**src/verilog/rev_return_pkg.sv**
```systemverilog
/*
  Constants, enums and carrier structs for the reverse-return speed-change block.
  Assumes a single 100 MHz clock domain and a synchronous active-low reset.
*/
// Summary of operation
// - negative speed change while started: decelerate now, then move opposite way
// - linear or fixed-pitch: return to start point at requested magnitude, then wait
// - circular or helical: the return retraces the arc, not a straight line
// - constant-speed: return to previous path point at requested magnitude, then wait
// - speed mode: reverse at requested magnitude and run until a stop arrives
// - follow-up, speed-switching, jog: plain speed change, error 305, run at limit
// - return speed is the magnitude; above the limit flag 305 and use the limit
// - waiting: start flags held, complete flags low, zero-speed-change flag high
// - positive speed change while waiting restarts the axis
// - stop command while waiting ends the positioning
// - further negative speed changes while waiting are ignored
// - reversed speed mode: positive or negative change flips, stop stops
// - constant-speed: clamp return speed to programmed speed, no error
// - reverse request after automatic deceleration began is refused with error 303
// - constant-speed: ignore reverse request while waiting for mcode finish
// - point passed while decelerating becomes the return target
// - actual speed starts changing within one operation cycle of the request
`default_nettype none
package rev_return_pkg;
  // ==========================================================
  // widths and codes
  localparam int          SPD_W       = 32;
  localparam int          POS_W       = 32;
  localparam logic [15:0] ERR_SPEED   = 16'h0131;  // minor error 305
  localparam logic [15:0] ERR_AFTERDC = 16'h012F;  // minor error 303
  localparam logic [15:0] ERR_NONE    = 16'h0000;
  localparam logic [SPD_W-1:0] SPD_ZERO = 32'h0000_0000;
  // step per cycle the profile stage uses after reset and whenever decelStep is zero
  localparam logic [SPD_W-1:0] DECEL_STEP_RST = 32'h0000_0001;

  // ==========================================================
  // control modes of the running program
  typedef enum logic [2:0] {
    MODE_LINEAR   = 3'b000,
    MODE_CIRCULAR = 3'b001,
    MODE_FEED     = 3'b010,
    MODE_CONST    = 3'b011,
    MODE_SPEED    = 3'b100,
    MODE_FOLLOW   = 3'b101,
    MODE_SWITCH   = 3'b110,
    MODE_JOG      = 3'b111
  } ctrl_mode_e;

  typedef enum logic [2:0] {
    ST_IDLE    = 3'b000,
    ST_RUN     = 3'b001,
    ST_DECEL   = 3'b010,
    ST_RETURN  = 3'b011,
    ST_WAIT    = 3'b100,
    ST_STOPDEC = 3'b101
  } axis_state_e;

  // speed change request carrier
  typedef struct packed {
    logic             valid;
    logic             negative;
    logic [SPD_W-1:0] magnitude;
  } spd_req_s;

  // axis status flags carrier
  typedef struct packed {
    logic startAccepted;
    logic posStartComplete;
    logic posComplete;
    logic cmdInPosition;
    logic zeroSpeedChangeAccepting;
  } axis_flags_s;
endpackage
`default_nettype wire

```
**src/verilog/speed_ramp.sv**
```systemverilog
/*
  Speed ramp stage: moves the actual speed toward a target by a fixed step.
  Assumes target and step come from logic on the same clock.
*/
`timescale 1ns/1ps
`default_nettype none
module speed_ramp
  import rev_return_pkg::*;
(
  input  wire logic             clk,
  input  wire logic             rst_n,
  input  wire logic [SPD_W-1:0] target,
  input  wire logic [SPD_W-1:0] step,
  output logic      [SPD_W-1:0] speed
);
  logic [SPD_W-1:0] speed_ff;
  logic [SPD_W-1:0] nxt_speed;
  wire  logic [SPD_W-1:0] diffUp = target - speed_ff;
  wire  logic [SPD_W-1:0] diffDn = speed_ff - target;

  // ==========================================================
  // ramp: the first step lands on the cycle after the target moves
  assign nxt_speed = (target > speed_ff) ? ((diffUp > step) ? speed_ff + step : target) :
                     ((diffDn > step) ? speed_ff - step : target);

  always_ff @(posedge clk) begin
    if (!rst_n) speed_ff <= SPD_ZERO;
    else        speed_ff <= nxt_speed;
  end

  assign speed = speed_ff;
endmodule // speed_ramp
`default_nettype wire

```
**src/verilog/reverse_return_speed_change.sv**
```systemverilog
/*
  Reverse-return speed-change control for one axis: handles negative speed
  changes, return travel, waiting at the return point, restart and stop.
  Assumes start, request, position and point inputs come from same-clock logic;
  the trajectory generator consumes dirReverse, returnTarget and actualSpeed.
*/
`timescale 1ns/1ps
`default_nettype none
module reverse_return_speed_change
  import rev_return_pkg::*;
(
  input  wire logic             clk,
  input  wire logic             rst_n,
  input  wire logic             startCmd,        // pulse: program start
  input  wire ctrl_mode_e       mode,            // mode of the started program
  input  wire logic [SPD_W-1:0] progSpeed,       // speed of the program
  input  wire logic [SPD_W-1:0] speedLimit,
  input  wire logic [SPD_W-1:0] decelStep,
  input  wire spd_req_s         speedReq,        // speed_change_instruction
  input  wire logic             stopCmd,
  input  wire logic             autoDecelActive, // automatic decel has begun
  input  wire logic             mcodeFinWait,    // waiting on mcode_finish_handshake
  input  wire logic             moveDone,        // move reached its end
  input  wire logic             atTarget,        // axis reached returnTarget
  input  wire logic [POS_W-1:0] startPoint,
  input  wire logic [POS_W-1:0] prevPoint,
  input  wire logic [POS_W-1:0] passedPoint,
  input  wire logic             passedValid,     // a point was passed in decel
  output axis_flags_s           flags,
  output logic                  dirReverse,
  output logic                  arcRetrace,
  output logic [POS_W-1:0]      returnTarget,
  output logic [SPD_W-1:0]      actualSpeed,
  output logic [15:0]           minorError,
  output logic                  errorPulse
);
  axis_state_e      state_ff, nxt_state;
  logic [SPD_W-1:0] target_ff, nxt_target;
  logic [SPD_W-1:0] retSpeed_ff, nxt_retSpeed;
  logic [POS_W-1:0] retPt_ff, nxt_retPt;
  logic             dir_ff, nxt_dir;
  logic             arc_ff, nxt_arc;
  logic [15:0]      err_ff, nxt_err;
  logic             errP_ff, nxt_errP;
  axis_flags_s      flags_ff, nxt_flags;
  logic [SPD_W-1:0] step_ff;
  logic [SPD_W-1:0] rampSpeed;

  // ==========================================================
  // request decode
  wire logic negReq   = speedReq.valid & speedReq.negative;
  wire logic posReq   = speedReq.valid & ~speedReq.negative;
  wire logic canRet   = (mode != MODE_FOLLOW) & (mode != MODE_SWITCH) & (mode != MODE_JOG);
  wire logic stopMode = (mode == MODE_LINEAR) | (mode == MODE_CIRCULAR) |
                        (mode == MODE_FEED) | (mode == MODE_CONST);
  wire logic overLim  = speedReq.magnitude > speedLimit;
  wire logic overProg = speedReq.magnitude > progSpeed;
  // limit clamp, then constant-speed program clamp without error
  wire logic [SPD_W-1:0] limSpeed = overLim ? speedLimit : speedReq.magnitude;
  wire logic [SPD_W-1:0] cpSpeed  = overProg ? progSpeed : limSpeed;
  wire logic [SPD_W-1:0] reqSpeed = (mode == MODE_CONST) ? cpSpeed : limSpeed;
  wire logic cpErr    = (mode == MODE_CONST) ? (overLim & ~overProg) : overLim;
  // reverse accepted only while running, before auto decel, and in constant-speed mode not in fin wait
  wire logic revIgnore = (mode == MODE_CONST) & mcodeFinWait;
  wire logic revLate   = autoDecelActive;
  wire logic revTake   = negReq & canRet & ~revIgnore & ~revLate;
  wire logic rampDone  = (rampSpeed == SPD_ZERO);
  wire logic [POS_W-1:0] baseRet = (mode == MODE_CONST) ? prevPoint : startPoint;

  // ==========================================================
  // next-state logic; the stop command outranks speed changes
  always_comb begin
    nxt_state    = state_ff;
    nxt_target   = target_ff;
    nxt_retSpeed = retSpeed_ff;
    nxt_retPt    = retPt_ff;
    nxt_dir      = dir_ff;
    nxt_arc      = arc_ff;
    nxt_err      = err_ff;
    nxt_errP     = 1'b0;
    nxt_flags    = flags_ff;
    case (state_ff)
      ST_IDLE: begin
        if (startCmd) begin
          nxt_state  = ST_RUN;
          nxt_target = progSpeed;
          nxt_dir    = 1'b0;
          nxt_arc    = 1'b0;
          nxt_flags  = '{1'b1, 1'b1, 1'b0, 1'b0, 1'b0};
        end
      end
      ST_RUN: begin
        if (stopCmd) begin
          nxt_state  = ST_STOPDEC;
          nxt_target = SPD_ZERO;
        end else if (negReq & ~canRet) begin
          nxt_target = speedLimit;
          nxt_err    = ERR_SPEED;
          nxt_errP   = 1'b1;
        end else if (negReq & canRet & revLate & ~revIgnore) begin
          nxt_err  = ERR_AFTERDC;
          nxt_errP = 1'b1;
        end else if (revTake) begin
          nxt_state    = ST_DECEL;
          nxt_target   = SPD_ZERO;
          nxt_retSpeed = reqSpeed;
          nxt_retPt    = baseRet;
          nxt_arc      = (mode == MODE_CIRCULAR);
          if (cpErr) begin
            nxt_err  = ERR_SPEED;
            nxt_errP = 1'b1;
          end
        end else if (posReq) begin
          nxt_target = limSpeed;
          if (overLim) begin
            nxt_err  = ERR_SPEED;
            nxt_errP = 1'b1;
          end
        end else if (moveDone) begin
          nxt_state  = ST_STOPDEC;
          nxt_target = SPD_ZERO;
        end
      end
      ST_DECEL: begin
        if (passedValid & stopMode) nxt_retPt = passedPoint;
        if (stopCmd) begin
          nxt_state = ST_STOPDEC;
        end else if (rampDone) begin
          nxt_state  = stopMode ? ST_RETURN : ST_RUN;
          nxt_dir    = ~dir_ff;
          nxt_target = retSpeed_ff;
        end
      end
      ST_RETURN: begin
        if (stopCmd) begin
          nxt_state  = ST_STOPDEC;
          nxt_target = SPD_ZERO;
        end else if (atTarget) begin
          nxt_state  = ST_WAIT;
          nxt_target = SPD_ZERO;
          nxt_flags.zeroSpeedChangeAccepting = 1'b1;
        end
      end
      ST_WAIT: begin
        // negative changes are simply dropped here
        if (stopCmd) begin
          nxt_state = ST_IDLE;
          nxt_flags = '{1'b0, 1'b0, 1'b1, 1'b1, 1'b0};
          nxt_arc   = 1'b0;
        end else if (posReq) begin
          nxt_state  = ST_RUN;
          nxt_dir    = 1'b0;
          nxt_arc    = 1'b0;
          nxt_target = limSpeed;
          nxt_flags.zeroSpeedChangeAccepting = 1'b0;
          if (overLim) begin
            nxt_err  = ERR_SPEED;
            nxt_errP = 1'b1;
          end
        end
      end
      ST_STOPDEC: begin
        nxt_target = SPD_ZERO;
        if (rampDone) begin
          nxt_state = ST_IDLE;
          nxt_flags = '{1'b0, 1'b0, 1'b1, 1'b1, 1'b0};
          nxt_arc   = 1'b0;
        end
      end
      default: begin
        nxt_state = ST_IDLE;
      end
    endcase
    // in speed mode while running reversed, a change of either sign flips again
    if ((state_ff == ST_RUN) && (mode == MODE_SPEED) && dir_ff && speedReq.valid && !stopCmd) begin
      nxt_state    = ST_DECEL;
      nxt_target   = SPD_ZERO;
      nxt_retSpeed = limSpeed;
    end
  end

  // ==========================================================
  // state registers
  always_ff @(posedge clk) begin
    if (!rst_n) begin
      state_ff    <= ST_IDLE;
      target_ff   <= SPD_ZERO;
      retSpeed_ff <= SPD_ZERO;
      retPt_ff    <= '0;
      dir_ff      <= 1'b0;
      arc_ff      <= 1'b0;
    end else begin
      state_ff    <= nxt_state;
      target_ff   <= nxt_target;
      retSpeed_ff <= nxt_retSpeed;
      retPt_ff    <= nxt_retPt;
      dir_ff      <= nxt_dir;
      arc_ff      <= nxt_arc;
    end
  end

  // status, error and step registers
  always_ff @(posedge clk) begin
    if (!rst_n) begin
      err_ff   <= ERR_NONE;
      errP_ff  <= 1'b0;
      flags_ff <= '0;
      step_ff  <= DECEL_STEP_RST;
    end else begin
      err_ff   <= nxt_err;
      errP_ff  <= nxt_errP;
      flags_ff <= nxt_flags;
      step_ff  <= (decelStep == SPD_ZERO) ? DECEL_STEP_RST : decelStep;
    end
  end

  // ==========================================================
  // ramp stage; its speed register feeds actualSpeed directly
  speed_ramp u_ramp (
    .clk    (clk),
    .rst_n  (rst_n),
    .target (target_ff),
    .step   (step_ff),
    .speed  (rampSpeed)
  );

  assign flags        = flags_ff;
  assign dirReverse   = dir_ff;
  assign arcRetrace   = arc_ff;
  assign returnTarget = retPt_ff;
  assign actualSpeed  = rampSpeed;
  assign minorError   = err_ff;
  assign errorPulse   = errP_ff;
endmodule // reverse_return_speed_change
`default_nettype wire

```
**config.mk**
```make
export PLATFORM = sky130hd
export DESIGN_NAME = reverse_return_speed_change
export DESIGN_NICKNAME = d
export VERILOG_FILES = /design/src/verilog/rev_return_pkg.sv /design/src/verilog/speed_ramp.sv /design/src/verilog/reverse_return_speed_change.sv
export SDC_FILE = /design/constraint.sdc
export NUM_CORES = 1
export LEC_CHECK = 0
export BUFFER_PORTS_ARGS = -buffer_cell sky130_fd_sc_hd__buf_4
export CAP_MARGIN = 40
export CORE_MARGIN = 2
export CORE_UTILIZATION = 45
export CTS_CLUSTER_SIZE = 12
export DETAILED_ROUTE_END_ITERATION = 10
export PLACE_DENSITY = 0.66
export SLEW_MARGIN = 20
export SYNTH_ARGS = -nofsm -noshare
export SYNTH_HDL_FRONTEND = slang
export SYNTH_SLANG_ARGS = --single-unit
```
**constraint.sdc**
```tcl
create_clock -name clk -period 7.5 [get_ports clk]
set_input_delay 1.5 -clock clk [delete_from_list [all_inputs] [get_ports clk]]
set_output_delay 1.5 -clock clk [all_outputs]
set_load 0.02 [all_outputs]
```
==> results of run 1 <==
sequential cells by signal (all words and copies together), names as in the netlist, 3 cells and up:
signal / cells
step_ff: 32
flags: 3
u_ramp.speed: 32
minorError: 16
retSpeed_ff: 32
returnTarget: 32
state_ff: 3
target_ff: 32
logic make-up (layout without fill, tap and decap cells):
logic type	count (synthesis)	in the layout
simple gates	668	668
compound gates	843	843
buf+inv	368	599
fa+ha+maj	256	256
xor+xnor	80	80
mux	70	70
flops	185	185
synth_stat cells, types with 27 or more instances:
| library cell | count | share of area [%] |
|---|---|---|
| nor2_1 | 253 | 5.0 |
| ha_1 | 252 | 17 |
| a21oi_1 | 225 | 5.9 |
| inv_1 | 211 | 4.2 |
| dfxtp_1 | 185 | 20 |
| nand2_1 | 126 | 2.5 |
| o21ai_0 | 106 | 2.8 |
| clkbuf_1 | 102 | 2.0 |
| mux2i_1 | 70 | 3.7 |
| a211oi_1 | 60 | 2.4 |
| xnor2_1 | 55 | 2.5 |
| o211ai_1 | 52 | 2.1 |
| a21o_1 | 48 | 1.9 |
| o2111ai_1 | 41 | 1.9 |
| a22oi_1 | 38 | 1.5 |
| and2_1 | 38 | 1.3 |
| buf_2 | 38 | 1.0 |
| nand4_1 | 38 | 1.3 |
| a2111oi_0 | 36 | 1.7 |
| nor3_1 | 33 | 0.87 |
| o211a_1 | 33 | 1.7 |
| nand3_1 | 30 | 0.79 |
| o21bai_1 | 30 | 1.2 |
| nor4_1 | 28 | 0.92 |
| nand2b_1 | 27 | 0.89 |
tightest hold or removal path, cell delays in order (launching register included):
cell and delay [ns]:
dfxtp_1 0.32, nand2_1 0.05, o2bb2ai_1 0.05
layout by cell type (no fill, tap or decap), types with 36 or more instances in the layout:
cell type and count:
a2111oi_0 36, a211oi_1 60, a21o_1 48, a21oi_1 220, a22oi_1 38, and2_1 38, buf_4 350, dfxtp_1 185
ha_1 252, inv_1 210, mux2i_1 70, nand2_1 125, nand4_1 38, nor2_1 249, o2111ai_1 41, o211ai_1 52
o21ai_0 105, xnor2_1 55
where the power goes:
part	switching (mW)	internal (mW)	total (mW)
combinational	5.24	3.26	8.51
sequential	0.320	1.17	1.49
clock	0.483	0.476	0.959
total	6.04	4.91	11.0
metal layers:
metal	routed length [µm]	share of wire (%)	track usage (%)
met3	5800	7.9	6.84
met2	34300	47	55.4
met5	0	0	0
met1	31100	42	42.1
met4	2620	3.6	12.4
through the flow:
stage	instance area (µm²)	util (%)	total power [mW]
after floorplan	19000	-	7.39
after detailed placement	21800	52.1	9.76
final	22300	53.5	11.0
after global placement	21700	51.9	9.60
after global routing	22300	53.5	11.8
after CTS	22300	53.5	10.8
worst paths after layout:
kind	end	cells after the start	slack [ns]
worst min register to register	minorError[4]	2	0.47
worst max register to register	u_ramp.speed[10]	24	1.14
worst min-delay path	minorError[4]	2	0.47
worst max-delay path	u_ramp.speed[10]	24	1.14
cell type report:
class                      count  area (µm²)  share of cell area [%]
clock buffer                  20         447                    2.00
clock inverter                12         126                   0.566
inverter                     212         796                    3.56
multi-input combinational   1917       13900                    62.1
sequential                   185        3700                    16.6
tap                          539         674                    3.02
timing repair buffer         355        2720                    12.2
==> results.yml, run 1 <==
status:
  status: "completed"
sta:
  slew_headroom_pct: 43.2
  layout_setup_ws_ns: 1.14
  max_freq_ghz: 0.157
  grt_setup_unrepaired: "no"
  finalWorstPathRequiredPeriod_ns: 6.36
  setup_viol: 0
  hold_ws_ns: 0.466
  skew_ns: 0.0208
  worst_pin_slew_ns: 0.852
  final-max-slew-violation-count: 0
  fin_setup_tns_ns: 0
  hold_violations: 0
  post-route-period-util_pct: 84.8
route:
  vias: 20100
  drcViolationCount: 0
  postRouteAntennaNets: 0
  routed_wl_um: 73800
  post_drt_via_cell_ratio: 6.21
  wl_per_cell_um: 22.8
  dr.pass1.iters: 8
  drt_iter0_drc: 1648
layout:
  drive_above_1_share_pct: 16.0
  n_antenna_cell: 0
  fillers: 3968
  final_cells: 3240
  area_growth_pct: 17.9
  fin_nets: 3182
placed_design:
  dpl.cell_count: 3207
  gp_congestion: 0.960
  post-place-ws_ns: 1.13
  port_buffers: 325
  dpl.hpwl_um: 58300
power:
  powerDensity_nw_per_um2: 490
  p_leak_nw: 10.2
  ir_drop_v: 0.000274
global_routing:
  grt_pass1_vias: 19700
  grt_remaining_overflow: 0
  grt_pass1_wl_um: 113000
  grt_use_total_pct: 33.2
  antenna_found_initial: 0
  grt_max_degree: 67
critical_path:
  required_ns: 7.93
  cp_slowest_stage_delay_ns: 0.55
  slowest_stage: "a2111oi_0"
  r2r-start: "u_ramp.speed[1]"
  cp_cell_sequence: "inv_1 > ha_1 > nor2b_1 > o21a_1 > o21ai_0 > a21oi_1 > a31oi_1 > o21a_1 > o21ai_1 > a2111oi_0 > xnor2_1 > ha_1 > nand4_1 > nor3_1 > nand2_1 > or4_1 > o22ai_1 > buf_4 > nor2_2 > buf_4 > nor2_2 > buf_6 > a22oi_1 > a21oi_1"
  crit_family: "compound AO/OA/AOI/OAI gates"
  startpoint: "u_ramp.speed[1]"
  critPathBufInv: 4
  critPathMaxFanout: 22
  critPathKind: "flip-flop to flip-flop"
  cp-start-kind: "flip-flop"
  cp.arrival_ns: 6.79
  endpoint_kind: "flip-flop"
synthesis:
  ys_ff_latch: 185
  synth_area_per_cell_um2: 7.68
  synth_fa_ha_area_share_pct: 17.1
  synth_simple_gate_area_share_pct: 17.1
  synth_xor_area_share_pct: 3.70
  synth_flop_cell: "dfxtp_1"
  syn-num-nets: 2964
  synth_edf_count: 0
  synth_compound_area_share_pct: 31.2
  async_reset_ff_share_pct: 0
  synth_area_um2: 19000
  muxShareOfSynthArea_pct: 3.70
  yosys_warnings: 0
  yosysSeqAreaShare_pct: 19.5
  postSynthCellCount: 2470
  synth.distinct_cells: 83
  synth_top_family_by_area: "compound AO/OA/AOI/OAI gates"
cts:
  clk_latency_ns: 0.52
  cts_hold_buf: 0
  cts.sinks: 185
  clkTransAtPathRegs_ns: 0.08
  post-cts-setup-buffers: 0
  clockRootBuffer: "clkbuf_16"
  cts_buffer_depth: 2
  cts-resized-gates: 0
  cts_buffers: 17
  ctsHtreeMaxLevel: 4
  cts_tree: "built"
floorplan:
  die_h_um: 209
  placementRows: 75
  die_area_um2: 43800
  io_pins: 326
  initial_utilization_pct: 45.4
  die_w_um: 209
  coreArea_um2: 41800
min_path:
  min_from: "minorError[4]"
  hold_class: "flip-flop to flip-flop"
job:
  cap_violations: 0
Note: power is estimated with default switching activity, not from simulation.
==> inputs of run 2 (changes only) <==
--- a/config.mk
+++ b/config.mk
@@ -5,6 +5,7 @@
 export SDC_FILE = /design/constraint.sdc
 export NUM_CORES = 1
 export LEC_CHECK = 0
+export ABC_AREA = 1
 export BUFFER_PORTS_ARGS = -buffer_cell sky130_fd_sc_hd__buf_4
 export CAP_MARGIN = 40
 export CORE_MARGIN = 2
==> constraint.sdc (replaced) <==
create_clock -name clk -period 5.9 [get_ports clk]
set_input_delay 1.18 -clock clk [delete_from_list [all_inputs] [get_ports clk]]
set_output_delay 1.18 -clock clk [all_outputs]
set_load 0.02 [all_outputs]
==> results.yml, run 2 <==
status:
  status: "completed"
critical_path:
  endpoint_kind: "flip-flop"
  reg2regPathDepth: 24
  required_ns: 6.35
  cp-start-kind: "flip-flop"
  cp.arrival_ns: 5.48
  critPathMaxFanout: 31
  r2r_setup_slack_ns: 0.87
  critPathKind: "flip-flop to flip-flop"
cts:
  ctsHtreeMaxLevel: 4
  clkTransAtPathRegs_ns: 0.08
  cts_tree: "built"
  post-cts-setup-buffers: 0
  clockRootBuffer: "clkbuf_16"
  cts_buffers: 17
  clk_latency_ns: 0.51
  cts.sinks: 185
  cts-resized-gates: 0
  cts_hold_buf: 0
  cts_buffer_depth: 2
power:
  internal_power_mw: 6.71
  ir_drop_v: 0.000533
  comb_power_share_pct: 80.3
  p_leak_nw: 12.5
  p_sw_mw: 9.80
  powerDensity_nw_per_um2: 682
  pwr-share-clk_pct: 7.6
  swShare_pct: 59.3
  pwr-share-seq_pct: 12.1
layout:
  fin_nets: 4161
  area_growth_pct: 16.2
  layout.cells.most_common: "nand2_1"
  n_antenna_cell: 0
  final_cells: 4280
  layout_common_cells: "848 x nand2_1, 500 x inv_1, 353 x buf_4, 342 x nor2_1, 292 x a21oi_1"
  drive_above_1_share_pct: 12.1
sta:
  final-max-slew-violation-count: 0
  skew_ns: 0.0132
  worst_pin_slew_ns: 0.863
  finalWorstPathRequiredPeriod_ns: 5.03
  max_freq_ghz: 0.199
  grt_setup_unrepaired: "no"
  slew_headroom_pct: 42.3
  fin_setup_tns_ns: 0
  hold_violations: 0
  setup_viol: 0
  post-route-period-util_pct: 85.2
placed_design:
  gp_congestion: 1.05
  dpl.hpwl_um: 66000
  dpl.cell_count: 4247
  port_buffers: 325
synthesis:
  yosys_warnings: 0
  async_reset_ff_share_pct: 0
  synth.distinct_cells: 57
  postSynthCellCount: 3439
  synth.area.top_cells: "dfxtp_1 18%, nand2_1 15%, ha_1 15%"
  synth_commonest_cells: "849 x nand2_1, 500 x inv_1, 343 x nor2_1"
  synth_area_um2: 20800
  syn-num-nets: 3933
  synth_area_leader_cell: "dfxtp_1"
  synth_area_per_cell_um2: 6.06
  yosysTopAreaCellShare_pct: 17.8
  ys_ff_latch: 185
  synth_edf_count: 0
  synth_most_common_cell: "nand2_1"
  yosysSeqAreaShare_pct: 17.8
  synth_flop_cell: "dfxtp_1"
floorplan:
  placementRows: 78
  coreArea_um2: 45600
  io_pins: 326
  die_w_um: 219
  die_area_um2: 48100
  initial_utilization_pct: 45.7
  die_h_um: 219
route:
  drt_iter0_drc: 2030
  post_drt_via_cell_ratio: 5.37
  postRouteAntennaNets: 0
  wl_per_cell_um: 18.6
  drcViolationCount: 0
  dr.pass1.iters: 6
  routed_wl_um: 79700
  vias: 23000
global_routing:
  grt_use_total_pct: 33.0
  grt_max_degree: 73
  grt_remaining_overflow: 0
  grt_pass1_wl_um: 122000
  grt_pass1_vias: 21500
  antenna_found_initial: 0
job:
  cap_violations: 0
min_path:
  hold_class: "flip-flop to flip-flop"
  hold_path_depth: 2
-- run 2: cell families after synthesis --
| kind of cell | count (synthesis) | synth area share [%] |
|---|---|---|
| adder cells (fa/ha/maj) | 256 | 15.5 |
| buffers and inverters | 672 | 12.9 |
| AND/OR/NAND/NOR | 1508 | 29.9 |
| AO/OA/AOI/OAI | 719 | 19.7 |
| XOR/XNOR | 99 | 4.16 |
| flip-flops | 185 | 17.8 |
-- run 2: final timing paths --
kind / end / from
max: u_ramp.speed[17] / u_ramp.speed[4]
min: minorError[6] / minorError[6]
min reg2reg: minorError[6] / minorError[6]
max reg2reg: u_ramp.speed[17] / u_ramp.speed[4]
-- run 2: power groups by stage --
stage,logic (mW),registers [mW],clock network [mW]
3_5_place_dp,13.0,2.00,0
5_1_grt,14.7,2.03,1.32
6_report,13.3,2.00,1.26
2_1_floorplan,9.29,2.09,0
3_3_place_gp,13.0,2.00,0
4_1_cts,13.0,1.98,1.28
-- run 2: metal layers --
layer	track usage (%)	share of wire [%]
met4	12.8	3.6
met1	45.0	45
met2	51.9	44
met5	0	0
met3	5.14	7.0
-- run 2: through the flow --
stage	hold slack (ns)	setup slack, ns	cell area, µm²	utilization [%]	power (mW)
floorplan	0.502	2.03	20800	-	11.4
global placement	0.422	0.807	23500	51.6	15.0
detailed placement	0.426	0.928	23600	51.8	15.0
CTS	0.436	0.918	24200	53.1	16.3
global route	0.457	0.447	24200	53.1	18.1
finish	0.435	0.871	24200	53.1	16.5
-- run 2: area by class of cell --
class / count / area [µm²]
fillers: 4860 / 21400
inverters: 523 / 1960
well taps: 600 / 751
flip-flops and latches: 185 / 3700
repair buffers: 358 / 2750
multi-input cells: 2582 / 14500
clock buffers: 19 / 443
clock inverters: 13 / 159
-- run 2: critical path, cell delays in order (launching register included) --
cell and delay [ns]:
dfxtp_1 0.48, inv_1 0.10, ha_1 0.41, a21oi_1 0.22
inv_1 0.08, a21oi_1 0.24, inv_1 0.06, a21oi_1 0.28
inv_1 0.10, a21oi_2 0.26, inv_1 0.07, a21oi_1 0.20
xor2_1 0.10, ha_1 0.33, nand4_1 0.10, inv_1 0.07
nand2_1 0.08, nor4_2 0.27, nand3_1 0.35, nand2_2 0.40
buf_4 0.37, nand2_1 0.11, nand3_1 0.10, nand2_1 0.07
nor2_1 0.11
